[src/inc/pcbu_pkg.sv]
// Constants, encodings and timing for the program control branch unit
package pcbu_pkg;
  // ==========================================================
  // Opcodes
  // ==========================================================
  localparam logic [7:0] OP_ABS = 8'hC3;
  localparam logic [7:0] OP_CALL = 8'hCD;
  localparam logic [7:0] OP_EXIT = 8'hC9;
  localparam logic [7:0] OP_REL = 8'h18;
  localparam logic [7:0] OP_LOOP = 8'h10;
  localparam logic [7:0] OP_PFX_ED = 8'hED;
  localparam logic [7:0] OP_PFX_DD = 8'hDD;
  localparam logic [7:0] OP_PFX_FD = 8'hFD;
  localparam logic [7:0] OP2_MODE1 = 8'h56;
  localparam logic [7:0] OP2_MODE2 = 8'h5E;
  localparam logic [7:0] OP2_IRQ_EXIT = 8'h4D;
  localparam logic [7:0] OP2_INDIR = 8'hE9;
  // ==========================================================
  // Flag bit positions
  // ==========================================================
  localparam int FLAG_S = 7;
  localparam int FLAG_Z = 6;
  localparam int FLAG_PV = 2;
  localparam int FLAG_C = 0;
  // ==========================================================
  // Instruction lengths in T states
  // ==========================================================
  localparam logic [4:0] T_MODE = 5'h08;
  localparam logic [4:0] T_ABS = 5'h0A;
  localparam logic [4:0] T_INDIR = 5'h08;
  localparam logic [4:0] T_REL = 5'h0C;
  localparam logic [4:0] T_REL_NOT = 5'h07;
  localparam logic [4:0] T_LOOP_TAKEN = 5'h0D;
  localparam logic [4:0] T_LOOP_DONE = 5'h08;
  localparam logic [4:0] T_CALL = 5'h11;
  localparam logic [4:0] T_CALL_NOT = 5'h0A;
  localparam logic [4:0] T_EXIT = 5'h0A;
  localparam logic [4:0] T_EXIT_C = 5'h0B;
  localparam logic [4:0] T_EXIT_NOT = 5'h05;
  localparam logic [4:0] T_IRQ_EXIT = 5'h0E;
  localparam logic [4:0] T_OTHER = 5'h04;
  localparam logic [4:0] T_OTHER_PFX = 5'h08;
  // ==========================================================
  // Reset values and clocking
  // ==========================================================
  localparam logic [15:0] PCNT_RESET = 16'h0000;
  localparam logic [15:0] STACK_RESET = 16'hFFFF;
  localparam int TSTATE_DIV_DEF = 4;  // Core cycles per T state
  // ==========================================================
  // Types
  // ==========================================================
  typedef enum logic [3:0] {
    S_FETCH = 4'h0, S_FETCH2 = 4'h1, S_OPLO = 4'h2, S_OPHI = 4'h3, S_DISP = 4'h4,
    S_PUSHH = 4'h5, S_PUSHL = 4'h6, S_POPL = 4'h7, S_POPH = 4'h8, S_PAD = 4'h9
  } pcbu_state_t;
  typedef enum logic [3:0] {
    CL_OTHER = 4'h0, CL_MODE1 = 4'h1, CL_MODE2 = 4'h2, CL_ABS = 4'h3, CL_INDIR = 4'h4,
    CL_ABS_C = 4'h5, CL_REL = 4'h6, CL_REL_C = 4'h7, CL_LOOP = 4'h8, CL_CALL = 4'h9,
    CL_CALL_C = 4'hA, CL_EXIT = 4'hB, CL_EXIT_C = 4'hC, CL_IRQ_EXIT = 4'hD,
    CL_PFX = 4'hE
  } pcbu_cls_t;
endpackage : pcbu_pkg

[src/logic/pcbu_core.sv]
// Program control branch unit: fetch, decode and execute of branch opcodes
module pcbu_core
  import pcbu_pkg::*;
#(
  parameter int TSTATE_DIV = TSTATE_DIV_DEF
) (
  input wire logic CORE_CLK_I,
  input wire logic RST_N_I,
  input wire logic [7:0] MEM_RDATA_I,
  input wire logic [7:0] FLAGS_I,
  input wire logic [15:0] FIRST_INDEX_I,
  input wire logic [15:0] SECOND_INDEX_I,
  input wire logic [7:0] LOOP_COUNT_I,
  input wire logic STACK_LOAD_I,
  input wire logic [15:0] STACK_VALUE_I,
  output logic TSTATE_O,
  output logic [15:0] MEM_ADDR_O,
  output logic [7:0] MEM_WDATA_O,
  output logic MEM_RD_O,
  output logic MEM_WR_O,
  output logic OPFETCH_O,
  output logic [7:0] LOOP_COUNT_O,
  output logic LOOP_COUNT_WE_O,
  output logic [15:0] PROGRAM_COUNTER_O,
  output logic [15:0] STACK_POINTER_O,
  output logic [1:0] INTERRUPT_MODE_O,
  output logic IRQ_EXIT_O,
  output logic UNHANDLED_O,
  output logic INSN_DONE_O
);
  // ==========================================================
  // Helpers
  // ==========================================================
  // Condition test, three-bit field
  function automatic logic cond_met(input logic [2:0] c, input logic [7:0] f);
    logic r;
    r = 1'b0;
    unique case (c)
      3'h0: r = !f[FLAG_Z];
      3'h1: r = f[FLAG_Z];
      3'h2: r = !f[FLAG_C];
      3'h3: r = f[FLAG_C];
      3'h4: r = !f[FLAG_PV];
      3'h5: r = f[FLAG_PV];
      3'h6: r = !f[FLAG_S];
      3'h7: r = f[FLAG_S];
    endcase
    return r;
  endfunction : cond_met

  // ==========================================================
  // State
  // ==========================================================
  logic tick;  // T state enable
  pcbu_state_t state_r, state_nxt;  // Sequencer step
  pcbu_cls_t cls_r, cls_nxt;  // Instruction class
  logic [7:0] pfx_r, pfx_nxt;  // First prefix byte
  logic take_r, take_nxt;  // Branch or push will happen
  logic [4:0] tcnt_r, tcnt_nxt;  // T states used so far
  logic [4:0] ttot_r, ttot_nxt;  // T states of this instruction
  logic [15:0] tgt_r, tgt_nxt;  // Pending branch target
  logic [15:0] pc_r, pc_nxt;  // Program counter
  logic [15:0] sp_r, sp_nxt;  // Stack pointer
  logic [1:0] im_r, im_nxt;  // Interrupt mode
  logic [15:0] addr_r, addr_nxt;  // Bus address
  logic [7:0] wdata_r, wdata_nxt;  // Bus write data
  logic rd_r, rd_nxt;  // Bus read
  logic wr_r, wr_nxt;  // Bus write
  logic m1_r, m1_nxt;  // Opcode fetch marker
  logic [7:0] cnt_r, cnt_nxt;  // Loop count result
  logic cnt_we_r, cnt_we_nxt;  // Loop count strobe
  logic irqx_r, irqx_nxt;  // Interrupt exit seen
  logic unh_r, unh_nxt;  // Opcode not handled here
  logic done_r, done_nxt;  // Instruction end
  logic last;  // Final T state of instruction
  logic [7:0] dec;  // Decremented loop count

  pcbu_tstate_div #(.DIV(TSTATE_DIV)) u_div (
    .clk_i(CORE_CLK_I),
    .rst_n_i(RST_N_I),
    .tick_o(tick)
  );

  assign last = tick && state_r == S_PAD && tcnt_r == ttot_r - 5'h01;
  assign dec = LOOP_COUNT_I - 8'h01;

  // ==========================================================
  // Next state: decode, sequence and bus setup
  // ==========================================================
  always_comb begin
    state_nxt = state_r;
    cls_nxt = cls_r;
    pfx_nxt = pfx_r;
    take_nxt = take_r;
    tcnt_nxt = tcnt_r;
    ttot_nxt = ttot_r;
    tgt_nxt = tgt_r;
    pc_nxt = pc_r;
    sp_nxt = sp_r;
    im_nxt = im_r;
    addr_nxt = addr_r;
    wdata_nxt = wdata_r;
    rd_nxt = rd_r;
    wr_nxt = wr_r;
    m1_nxt = m1_r;
    cnt_nxt = cnt_r;
    cnt_we_nxt = 1'b0;
    irqx_nxt = 1'b0;
    unh_nxt = 1'b0;
    done_nxt = 1'b0;
    if (tick) begin
      tcnt_nxt = tcnt_r + 5'h01;
      unique case (state_r)
        // Opcode byte; flags are only read, never written
        S_FETCH: begin
          pc_nxt = pc_r + 16'h0001;
          tcnt_nxt = 5'h01;
          take_nxt = 1'b1;
          state_nxt = S_PAD;
          if (MEM_RDATA_I == OP_ABS) begin
            cls_nxt = CL_ABS;
            ttot_nxt = T_ABS;
            state_nxt = S_OPLO;
          end else if (MEM_RDATA_I[7:6] == 2'b11 && MEM_RDATA_I[2:0] == 3'h2) begin
            cls_nxt = CL_ABS_C;
            take_nxt = cond_met(MEM_RDATA_I[5:3], FLAGS_I);
            ttot_nxt = T_ABS;
            state_nxt = S_OPLO;
          end else if (MEM_RDATA_I == OP_REL) begin
            cls_nxt = CL_REL;
            ttot_nxt = T_REL;
            state_nxt = S_DISP;
          end else if (MEM_RDATA_I[7:5] == 3'b001 && MEM_RDATA_I[2:0] == 3'h0) begin
            cls_nxt = CL_REL_C;
            take_nxt = cond_met({1'b0, MEM_RDATA_I[4:3]}, FLAGS_I);
            ttot_nxt = take_nxt ? T_REL : T_REL_NOT;
            state_nxt = S_DISP;
          end else if (MEM_RDATA_I == OP_LOOP) begin
            cls_nxt = CL_LOOP;
            cnt_nxt = dec;
            cnt_we_nxt = 1'b1;
            take_nxt = dec != 8'h00;
            ttot_nxt = take_nxt ? T_LOOP_TAKEN : T_LOOP_DONE;
            state_nxt = S_DISP;
          end else if (MEM_RDATA_I == OP_CALL) begin
            cls_nxt = CL_CALL;
            ttot_nxt = T_CALL;
            state_nxt = S_OPLO;
          end else if (MEM_RDATA_I[7:6] == 2'b11 && MEM_RDATA_I[2:0] == 3'h4) begin
            cls_nxt = CL_CALL_C;
            take_nxt = cond_met(MEM_RDATA_I[5:3], FLAGS_I);
            ttot_nxt = take_nxt ? T_CALL : T_CALL_NOT;
            state_nxt = S_OPLO;
          end else if (MEM_RDATA_I == OP_EXIT) begin
            cls_nxt = CL_EXIT;
            ttot_nxt = T_EXIT;
            state_nxt = S_POPL;
          end else if (MEM_RDATA_I[7:6] == 2'b11 && MEM_RDATA_I[2:0] == 3'h0) begin
            cls_nxt = CL_EXIT_C;
            take_nxt = cond_met(MEM_RDATA_I[5:3], FLAGS_I);
            ttot_nxt = take_nxt ? T_EXIT_C : T_EXIT_NOT;
            state_nxt = take_nxt ? S_POPL : S_PAD;
          end else if (MEM_RDATA_I == OP_PFX_ED || MEM_RDATA_I == OP_PFX_DD ||
                       MEM_RDATA_I == OP_PFX_FD) begin
            cls_nxt = CL_PFX;
            pfx_nxt = MEM_RDATA_I;
            ttot_nxt = T_OTHER_PFX;
            state_nxt = S_FETCH2;
          end else begin
            cls_nxt = CL_OTHER;  // Left to other units
            take_nxt = 1'b0;
            ttot_nxt = T_OTHER;
            unh_nxt = 1'b1;
          end
        end
        // Second opcode byte after a prefix
        S_FETCH2: begin
          pc_nxt = pc_r + 16'h0001;
          state_nxt = S_PAD;
          take_nxt = 1'b0;
          if (pfx_r == OP_PFX_ED && MEM_RDATA_I == OP2_MODE1) begin
            cls_nxt = CL_MODE1;
            im_nxt = 2'h1;
            ttot_nxt = T_MODE;
          end else if (pfx_r == OP_PFX_ED && MEM_RDATA_I == OP2_MODE2) begin
            cls_nxt = CL_MODE2;
            im_nxt = 2'h2;
            ttot_nxt = T_MODE;
          end else if (pfx_r == OP_PFX_ED && MEM_RDATA_I == OP2_IRQ_EXIT) begin
            cls_nxt = CL_IRQ_EXIT;  // Same pop sequence as plain exit
            take_nxt = 1'b1;
            irqx_nxt = 1'b1;
            ttot_nxt = T_IRQ_EXIT;
            state_nxt = S_POPL;
          end else if (pfx_r != OP_PFX_ED && MEM_RDATA_I == OP2_INDIR) begin
            cls_nxt = CL_INDIR;
            take_nxt = 1'b1;
            tgt_nxt = (pfx_r == OP_PFX_DD) ? FIRST_INDEX_I : SECOND_INDEX_I;
            ttot_nxt = T_INDIR;
          end else begin
            cls_nxt = CL_OTHER;
            unh_nxt = 1'b1;
          end
        end
        // Target low byte first, then high
        S_OPLO: begin
          pc_nxt = pc_r + 16'h0001;
          tgt_nxt = {tgt_r[15:8], MEM_RDATA_I};
          state_nxt = S_OPHI;
        end
        S_OPHI: begin
          pc_nxt = pc_r + 16'h0001;
          tgt_nxt = {MEM_RDATA_I, tgt_r[7:0]};
          state_nxt = ((cls_r == CL_CALL || cls_r == CL_CALL_C) && take_r) ? S_PUSHH : S_PAD;
        end
        // Displacement taken from the address after itself
        S_DISP: begin
          pc_nxt = pc_r + 16'h0001;
          tgt_nxt = pc_nxt + {{8{MEM_RDATA_I[7]}}, MEM_RDATA_I};
          state_nxt = S_PAD;
        end
        // Push high byte below the top, then low
        S_PUSHH: begin
          sp_nxt = sp_r - 16'h0001;
          state_nxt = S_PUSHL;
        end
        S_PUSHL: begin
          sp_nxt = sp_r - 16'h0001;
          state_nxt = S_PAD;
        end
        // Pop low byte then high
        S_POPL: begin
          sp_nxt = sp_r + 16'h0001;
          tgt_nxt = {tgt_r[15:8], MEM_RDATA_I};
          state_nxt = S_POPH;
        end
        S_POPH: begin
          sp_nxt = sp_r + 16'h0001;
          tgt_nxt = {MEM_RDATA_I, tgt_r[7:0]};
          state_nxt = S_PAD;
        end
        // Idle T states up to the instruction's length
        S_PAD: begin
          if (tcnt_r == ttot_r - 5'h01) begin
            if (take_r && cls_r != CL_MODE1 && cls_r != CL_MODE2) begin
              pc_nxt = tgt_r;
            end
            done_nxt = 1'b1;
            state_nxt = S_FETCH;
          end
        end
        default: state_nxt = S_FETCH;
      endcase
      // Bus setup for the step just entered
      rd_nxt = 1'b0;
      wr_nxt = 1'b0;
      m1_nxt = 1'b0;
      unique case (state_nxt)
        S_FETCH, S_FETCH2: begin
          addr_nxt = pc_nxt;
          rd_nxt = 1'b1;
          m1_nxt = 1'b1;
        end
        S_OPLO, S_OPHI, S_DISP: begin
          addr_nxt = pc_nxt;
          rd_nxt = 1'b1;
        end
        S_PUSHH: begin
          addr_nxt = sp_nxt - 16'h0001;
          wdata_nxt = pc_nxt[15:8];
          wr_nxt = 1'b1;
        end
        S_PUSHL: begin
          addr_nxt = sp_nxt - 16'h0001;
          wdata_nxt = pc_nxt[7:0];
          wr_nxt = 1'b1;
        end
        S_POPL, S_POPH: begin
          addr_nxt = sp_nxt;
          rd_nxt = 1'b1;
        end
        default: addr_nxt = addr_r;
      endcase
    end
    // Software load of the stack pointer, in any cycle, overriding the sequencer
    if (STACK_LOAD_I) begin
      sp_nxt = STACK_VALUE_I;
    end
  end

  // ==========================================================
  // Registers
  // ==========================================================
  always_ff @(posedge CORE_CLK_I or negedge RST_N_I) begin
    if (!RST_N_I) begin
      state_r <= S_FETCH;
      cls_r <= CL_OTHER;
      pfx_r <= 8'h00;
      take_r <= 1'b0;
      tcnt_r <= 5'h00;
      ttot_r <= T_OTHER;
      tgt_r <= PCNT_RESET;
      pc_r <= PCNT_RESET;
      sp_r <= STACK_RESET;
      im_r <= 2'h0;
      addr_r <= PCNT_RESET;
      wdata_r <= 8'h00;
      rd_r <= 1'b1;
      wr_r <= 1'b0;
      m1_r <= 1'b1;
      cnt_r <= 8'h00;
      cnt_we_r <= 1'b0;
      irqx_r <= 1'b0;
      unh_r <= 1'b0;
      done_r <= 1'b0;
    end else begin
      state_r <= state_nxt;
      cls_r <= cls_nxt;
      pfx_r <= pfx_nxt;
      take_r <= take_nxt;
      tcnt_r <= tcnt_nxt;
      ttot_r <= ttot_nxt;
      tgt_r <= tgt_nxt;
      pc_r <= pc_nxt;
      sp_r <= sp_nxt;
      im_r <= im_nxt;
      addr_r <= addr_nxt;
      wdata_r <= wdata_nxt;
      rd_r <= rd_nxt;
      wr_r <= wr_nxt;
      m1_r <= m1_nxt;
      cnt_r <= cnt_nxt;
      cnt_we_r <= cnt_we_nxt;
      irqx_r <= irqx_nxt;
      unh_r <= unh_nxt;
      done_r <= done_nxt;
    end
  end

  // Outputs
  assign TSTATE_O = tick;
  assign MEM_ADDR_O = addr_r;
  assign MEM_WDATA_O = wdata_r;
  assign MEM_RD_O = rd_r;
  assign MEM_WR_O = wr_r;
  assign OPFETCH_O = m1_r;
  assign LOOP_COUNT_O = cnt_r;
  assign LOOP_COUNT_WE_O = cnt_we_r;
  assign PROGRAM_COUNTER_O = pc_r;
  assign STACK_POINTER_O = sp_r;
  assign INTERRUPT_MODE_O = im_r;
  assign IRQ_EXIT_O = irqx_r;
  assign UNHANDLED_O = unh_r;
  assign INSN_DONE_O = done_r;

  // ==========================================================
  // Assertions
  // ==========================================================
  a_mode_one: assert property (@(posedge CORE_CLK_I) disable iff (!RST_N_I)
    last && cls_r == CL_MODE1 |-> tcnt_r == 5'h07 && im_r == 2'h1)
    else $error("mode one length or value wrong");
  a_mode_two: assert property (@(posedge CORE_CLK_I) disable iff (!RST_N_I)
    last && cls_r == CL_MODE2 |=> INTERRUPT_MODE_O == 2'h2 && $stable(pc_r))
    else $error("mode two not set");
  a_abs_target: assert property (@(posedge CORE_CLK_I) disable iff (!RST_N_I)
    last && cls_r == CL_ABS |=> tcnt_r == 5'h0A && pc_r == $past(tgt_r))
    else $error("absolute branch wrong");
  a_indir_copy: assert property (@(posedge CORE_CLK_I) disable iff (!RST_N_I)
    last && cls_r == CL_INDIR |-> tcnt_r == 5'h07 ##1 (pc_r == $past(tgt_r)))
    else $error("indirect branch wrong");
  a_abs_cond_len: assert property (@(posedge CORE_CLK_I) disable iff (!RST_N_I)
    last && cls_r == CL_ABS_C && !take_r |=> pc_r == $past(pc_r) && tcnt_r == 5'h0A)
    else $error("untaken conditional branch moved");
  a_rel_len: assert property (@(posedge CORE_CLK_I) disable iff (!RST_N_I)
    last && (cls_r == CL_REL || cls_r == CL_REL_C) |-> tcnt_r == (take_r ? 5'h0B : 5'h06))
    else $error("relative branch length wrong");
  a_loop_fall: assert property (@(posedge CORE_CLK_I) disable iff (!RST_N_I)
    last && cls_r == CL_LOOP && cnt_r == 8'h00 |-> tcnt_r == 5'h07 && !take_r)
    else $error("loop fall through wrong");
  a_call_push: assert property (@(posedge CORE_CLK_I) disable iff (!RST_N_I)
    tick && state_r == S_PUSHL |-> MEM_WR_O && MEM_ADDR_O == sp_r - 16'h0001 ##1
    sp_r == $past(sp_r) - 16'h0001)
    else $error("call push wrong");
  a_exit_pop: assert property (@(posedge CORE_CLK_I) disable iff (!RST_N_I)
    tick && state_r == S_POPH |=> sp_r == $past(sp_r) + 16'h0001 &&
    tgt_r[15:8] == $past(MEM_RDATA_I))
    else $error("exit pop wrong");
  a_exit_cond_len: assert property (@(posedge CORE_CLK_I) disable iff (!RST_N_I)
    last && cls_r == CL_EXIT_C |-> tcnt_r == (take_r ? 5'h0A : 5'h04))
    else $error("conditional exit length wrong");
endmodule : pcbu_core

[src/logic/pcbu_tstate_div.sv]
// T state enable divider for the program control branch unit
module pcbu_tstate_div
  import pcbu_pkg::*;
#(
  parameter int DIV = TSTATE_DIV_DEF
) (
  input wire logic clk_i,
  input wire logic rst_n_i,
  output logic tick_o
);
  // ==========================================================
  // Parameter check
  // ==========================================================
  if (DIV < 2 || DIV > 256) begin : g_bad_div
    $error("pcbu_tstate_div: DIV must be 2 to 256");
  end

  logic [7:0] cnt_r;  // Core cycles within T state
  logic [7:0] cnt_nxt;

  // Next count, wraps at DIV
  always_comb begin
    cnt_nxt = (cnt_r == 8'(DIV - 1)) ? 8'h00 : cnt_r + 8'h01;
  end

  // Count register
  always_ff @(posedge clk_i or negedge rst_n_i) begin
    if (!rst_n_i) begin
      cnt_r <= 8'h00;
    end else begin
      cnt_r <= cnt_nxt;
    end
  end

  // One-cycle pulse per T state
  assign tick_o = (cnt_r == 8'(DIV - 1));
endmodule : pcbu_tstate_div

[config.mk]
export PLATFORM = sky130hd
export DESIGN_NAME = pcbu_core
export DESIGN_NICKNAME = d
export VERILOG_FILES = /design/src/inc/pcbu_pkg.sv /design/src/logic/pcbu_core.sv /design/src/logic/pcbu_tstate_div.sv
export SDC_FILE = /design/constraint.sdc
export NUM_CORES = 1
export LEC_CHECK = 0
export BUFFER_PORTS_ARGS = -buffer_cell sky130_fd_sc_hd__buf_2
export CAP_MARGIN = 20
export CORE_ASPECT_RATIO = 2
export CORE_MARGIN = 3
export CORE_UTILIZATION = 50
export CTS_CLUSTER_DIAMETER = 50
export DETAILED_ROUTE_END_ITERATION = 10
export GPL_TIMING_DRIVEN = 0
export PLACE_DENSITY = 0.79
export SETUP_SLACK_MARGIN = 0.05
export SYNTH_ARGS = -nofsm -noshare
export SYNTH_HDL_FRONTEND = slang
export SYNTH_SLANG_ARGS = --single-unit
[constraint.sdc]
create_clock -name CORE_CLK_I -period 10.8 [get_ports CORE_CLK_I]
set_input_delay 1.08 -clock CORE_CLK_I [delete_from_list [all_inputs] [get_ports CORE_CLK_I]]
set_output_delay 1.08 -clock CORE_CLK_I [all_outputs]
set_load 0.1 [all_outputs]
# ---- Yosys cells after proc, flatten, opt, wreduce, memory -nomap -nowiden
# Cells that the tools add are included.
dict set report op_classes {
  add_sub_neg 9
  n_eq_ne 57
  n_mux 148
  bitwise_logic 11
  reduce_logical 51
}
# operator count
set ops {}
lappend ops {{16-bit 2-to-1 mux} 10}
lappend ops {{4-bit 2-to-1 mux} 35}
lappend ops {{1-bit 2-to-1 mux} 73}
lappend ops {{8-bit == test, second input constant} 9}
lappend ops {{5-bit 2-to-1 mux} 13}
lappend ops {{16-bit one-hot mux with 2 select lines} 2}
lappend ops {{16-bit one-hot mux with 4 select lines} 1}
lappend ops {{16-bit one-hot mux with 3 select lines} 1}
lappend ops {{16-bit by 1-bit adder with 16-bit output, second input constant} 2}
lappend ops {{4-bit by 3-bit == test with 1-bit output, second input constant} 8}
lappend ops {{4-bit one-hot mux with 8 select lines} 1}
lappend ops {{16-bit by 1-bit subtractor with 16-bit output, second input constant} 2}
lappend ops {{8-bit by 7-bit == test with 1-bit output, second input constant} 3}
lappend ops {{7-bit AND reduction} 3}
lappend ops {{4-bit == test, second input constant} 5}
lappend ops {{16-bit adder} 1}
lappend ops {{4-bit by 2-bit == test with 1-bit output, second input constant} 4}
lappend ops {{8-bit by 5-bit == test with 1-bit output, second input constant} 2}
lappend ops {{8-bit one-hot mux with 2 select lines} 1}
lappend ops {{3-bit == test, second input constant} 5}
lappend ops {{2-bit OR reduction} 7}
lappend ops {{12-bit AND reduction} 1}
lappend ops {{1-bit logical AND} 11}
lappend ops {{1-bit NOT} 11}
lappend ops {{other kinds (37)} 65}
dict set report totals {
  reg_bits 124
  input_bits 75
  output_inout_bits 74
  elab_cells 298
}

# ---- Logic depth before layout (Yosys ltp)
dict set report depth {
  depth_word 29
  mapped_depth 16
  depth_no_buf 15
}

# ---- Modules after synthesis
# Synthesis repeated with hierarchy kept, for this count alone.
dict set report hier_totals {
  hier_cells 1141
  area_unflattened_um2 9336.5
}
# module n_inst cells_each area_each_um2 seq_area_each_um2
set by_module_without_submodules {}
lappend by_module_without_submodules {pcbu_core 1 1114 8984.9 2926.6}
lappend by_module_without_submodules {pcbu_tstate_div 1 27 351.6 200.2}

# ---- Worst setup path after synthesis
# OpenSTA, ideal clock, no wires.
dict set report synth_path {
  path_kind {reg2reg}
  startpoint {register state_r[1]}
  endpoint {register addr_r[13] (netlist: MEM_ADDR_O[13])}
  setup_ns 0.082
  t_arrival_ns 3.845
  required_time_ns 10.718
  path_slack_ns 6.873
  stages_incl_launch_ff 16
  path_buffers 2
  period_less_slack_ns 3.927
  path_cell_list {dfrtp_1 buf_2 buf_1 and3_1 nand2b_1 inv_1 fa_1 a21o_1 a221oi_2 nor4_1 o31a_1 o31a_1 and2_1 a21o_1 a22o_1 a31oi_2}
}
dict set report synth_via {
  elab_chain_cells 8
  word_cells_on_any_way 36
  cone_classes {add/sub: 1; eq/ne: 17; mux: 7; reduce/logical: 11}
}
# item line
set synth_rtl {}
lappend synth_rtl {{start, declared} pcbu_core.sv:55} ;# pcbu_state_t state_r, state_nxt;
lappend synth_rtl {{start signal, assigned} pcbu_core.sv:317} ;# state_r <= state_nxt;
lappend synth_rtl {{branches (longest 8 deep; another with 16-bit by 1-bit subtractor with 16-bit output)} n/a}
lappend synth_rtl {{end signal, assigned} pcbu_core.sv:327} ;# addr_r <= addr_nxt;
lappend synth_rtl {{end, declared} pcbu_core.sv:65} ;# logic [15:0] addr_r, addr_nxt;
# Parallel ways; which one is timed is not known. The select of a mux whose other input is x is not followed.
# A chain may end at the register's enable or synchronous reset.

# ---- Worst setup path after layout
dict set report layout_path {
  startpoint {register state_r[0]}
  endpoint {register addr_r[12] (netlist: MEM_ADDR_O[12])}
}
# Same word-level chain as after synthesis.

==> results.cfg <==
[sta]
setup_tns_ps = 0
grt_setup_unrepaired = false
hold_viol = 0
fmax_ghz = 0.197
final.period_utilization_pct = 47.0
min_period_ps = 5080
worst_slack_ps = 5720
clock_skew_ps = 13.4
maxSlewViolCount = 0
worstMarginPinSlew_ps = 973
maxSlewHeadroom_pct = 34.2
setup_viol = 0

[logic_synthesis]
yosysSeqAreaShare_pct = 32.2
synth_area_um2 = 9700
ys_warn_count = 0
yosysUniqueCellTypes = 96
synth_area_leaders = dfrtp_1 (27%), nand2_1 (5.9%), o21ai_0 (5.8%)
synth_edf_count = 0
synth_top_area_share_pct = 27.1
synth.ff_latch_count = 124
yosys.area.top_type = dfrtp_1
async_flop_share_pct = 100
synth_nets = 1277
synthCells = 1164
syn_avg_cell_area_um2 = 8.33
ys.flop_type = dfrtp_1

[clocking]
clock_path_buffers = 2
clkSinkCount = 124
clk_latency_ps = 430
post_cts_resized = 0
cts_tree = built
holdBufCountCts = 0
cts_root_buffer = clkbuf_16
cts_buffers = 17
htree_levels = 4
clk_pin_slew_ps = 50
cts_setup_buffers = 0

[power]
p_comb_share_pct = 49.6
power_density_nw_per_um2 = 209
intPower_mw = 1.22
pwr-share-clk_pct = 23.0
power.switching_mw = 1.15
peakVddDrop_mv = 0.212
p_leak_nw = 5.03
p_sw_share_pct = 48.6
p_seq_share_pct = 27.4

[detailed_routing]
viasPerCell = 6.22
route.detailed.drc = 0
antenna_left = 0
routed_wl_um = 31600
wl_per_cell_um = 19.8
firstDrtPassIters = 8
num_vias = 9936
drtIter0Drc = 659

[layout]
final_common_cell = buf_2
drive_gt1_share_pct = 21.0
area_growth_pct = 16.8
final-instance-count-excl-fill = 1597
num-nets-final = 1442
final_cell_area_um2 = 11300
layout_common_cells = buf_2 (161), nand2_1 (153), o21ai_0 (112), nor2_1 (111), dfrtp_1 (105)
diodes = 0

[worst_setup_path]
crit_arrival_ps = 5370
max_stage_delay_ps = 610
crit_fanout = 15
critPathLaunchType = register
required_ps = 11090
crit_path_top_delay_cell = a211oi_1
crit_path_end_kind = register
worst-setup-path-type = reg -> reg
crit_chain = buf_6 > nor2b_1 > and3_1 > nand2b_1 > inv_1 > ha_1 > o211a_1 > a211o_1 > a31oi_1 > o31ai_1 > a211oi_1 > and4_1 > o21ai_0 > o21ai_0 > a31oi_1
ff2ff_setup_slack_ps = 5720

[place]
dp_hpwl_um = 24800
post-place-ws_ps = 5890
io_buffers = 144
gp_congestion = 0.980
place_inst = 1564
dpl_cell_area_um2 = 10800

[floorplan]
die-area_um2 = 21200
die_h_um = 203
start_util_pct = 51.3
coreArea_um2 = 18900
die_w_um = 104
num_rows = 71
io_pins = 149

[global_routing]
grt_usage_pct = 29.6
antenna_found_initial = 0
grt_pass1_wl_um = 50000
grt_pass1_vias = 9934
grt_max_degree = 90
overflow = 0

[hold_path]
worst_hold_path_type = reg -> reg

[flow_run]
drv_cap = 0

[run_status]
outcome = finished, final reports clean
path summary, 6_finish.rpt:
kind,start,end,cells past startpoint
hold reg to reg,pfx_r[2],pfx_r[2],1
min in group asynchronous,RST_N_I,PROGRAM_COUNTER_O[7],1
hold / removal,pfx_r[2],pfx_r[2],1
setup reg to reg,state_r[0],MEM_ADDR_O[12],15
max in group asynchronous,RST_N_I,STACK_POINTER_O[1],2
setup / recovery,state_r[0],MEM_ADDR_O[12],15
synth_stat cells, types with 8 or more instances:
cell type and n:
a211oi_1 12, a21o_1 20, a21oi_1 62, a222oi_1 15
a31oi_1 19, and2_1 8, and3_1 12, buf_2 17
clkbuf_1 39, dfrtp_1 105, dfstp_2 19, ha_1 36
inv_1 25, mux2_2 25, mux2i_1 27, nand2_1 153
nand2b_1 19, nand3_1 27, nand4_1 12, nor2_1 111
nor3_1 29, nor4_1 9, o21ai_0 112, or2_2 10
or3_1 10, xnor2_1 39, xor2_1 25
logic make-up after synthesis:
family | after synthesis | share of synthesized area [%]
fa+ha+maj | 38 | 5.06
simple gates | 448 | 22.8
buf+inv | 91 | 4.05
compound gates | 346 | 24.1
xor+xnor | 64 | 5.78
mux | 53 | 5.92
flops | 124 | 32.2
critical path, delay by kind of cell, from the launching register on:
kind            cells  cell delay, ps
compound gates      8            2220
simple gates        4            1460
fa+ha+maj           1             460
flops               1             340
buf+inv             2             450
power by group through the flow:
stage          logic [mW]  registers [mW]  clock network (mW)
6_report             1.18           0.651               0.546
5_1_grt              1.26           0.661               0.569
4_1_cts              1.17           0.648               0.547
3_5_place_dp         1.16           0.655                   0
3_3_place_gp         1.15           0.651                   0
2_1_floorplan       0.535            1.02                   0
registers in the layout, indices dropped and copies added (netlist names), 2 cells and up:
register           cells
state_r                4
u_div.cnt_r            8
MEM_WDATA_O            8
STACK_POINTER_O       16
INTERRUPT_MODE_O       2
cls_r                  4
tgt_r                 16
PROGRAM_COUNTER_O     16
tcnt_r                 5
pfx_r                  8
ttot_r                 5
MEM_ADDR_O            16
LOOP_COUNT_O           8
through the flow:
step	util [%]	hold WS, ps	total power [mW]
floorplan	-	426	1.55
global placement	56.8	445	1.80
detailed placement	56.9	451	1.82
CTS	59.9	464	2.36
global route	59.9	482	2.49
finish	59.9	467	2.37
final cells by class:
| class | count | area [um^2] |
|---|---|---|
| timing repair buffer | 146 | 759 |
| tap | 255 | 319 |
| multi-input combinational | 949 | 6180 |
| fill | 1769 | 7590 |
| clock inverter | 5 | 27.5 |
| sequential | 124 | 3130 |
| buffer | 65 | 295 |
| inverter | 26 | 97.6 |
| clock buffer | 27 | 526 |
routing by layer:
metal	global-route usage [%]	wire [um]	up-vias
li1	-	-	4620
met1	29.2	11100	4728
met2	53.6	16300	432
met3	4.87	1480	156
met4	23.9	2690	0
met5	0	0	-
No activity file was read; power rests on OpenSTA's default activity.
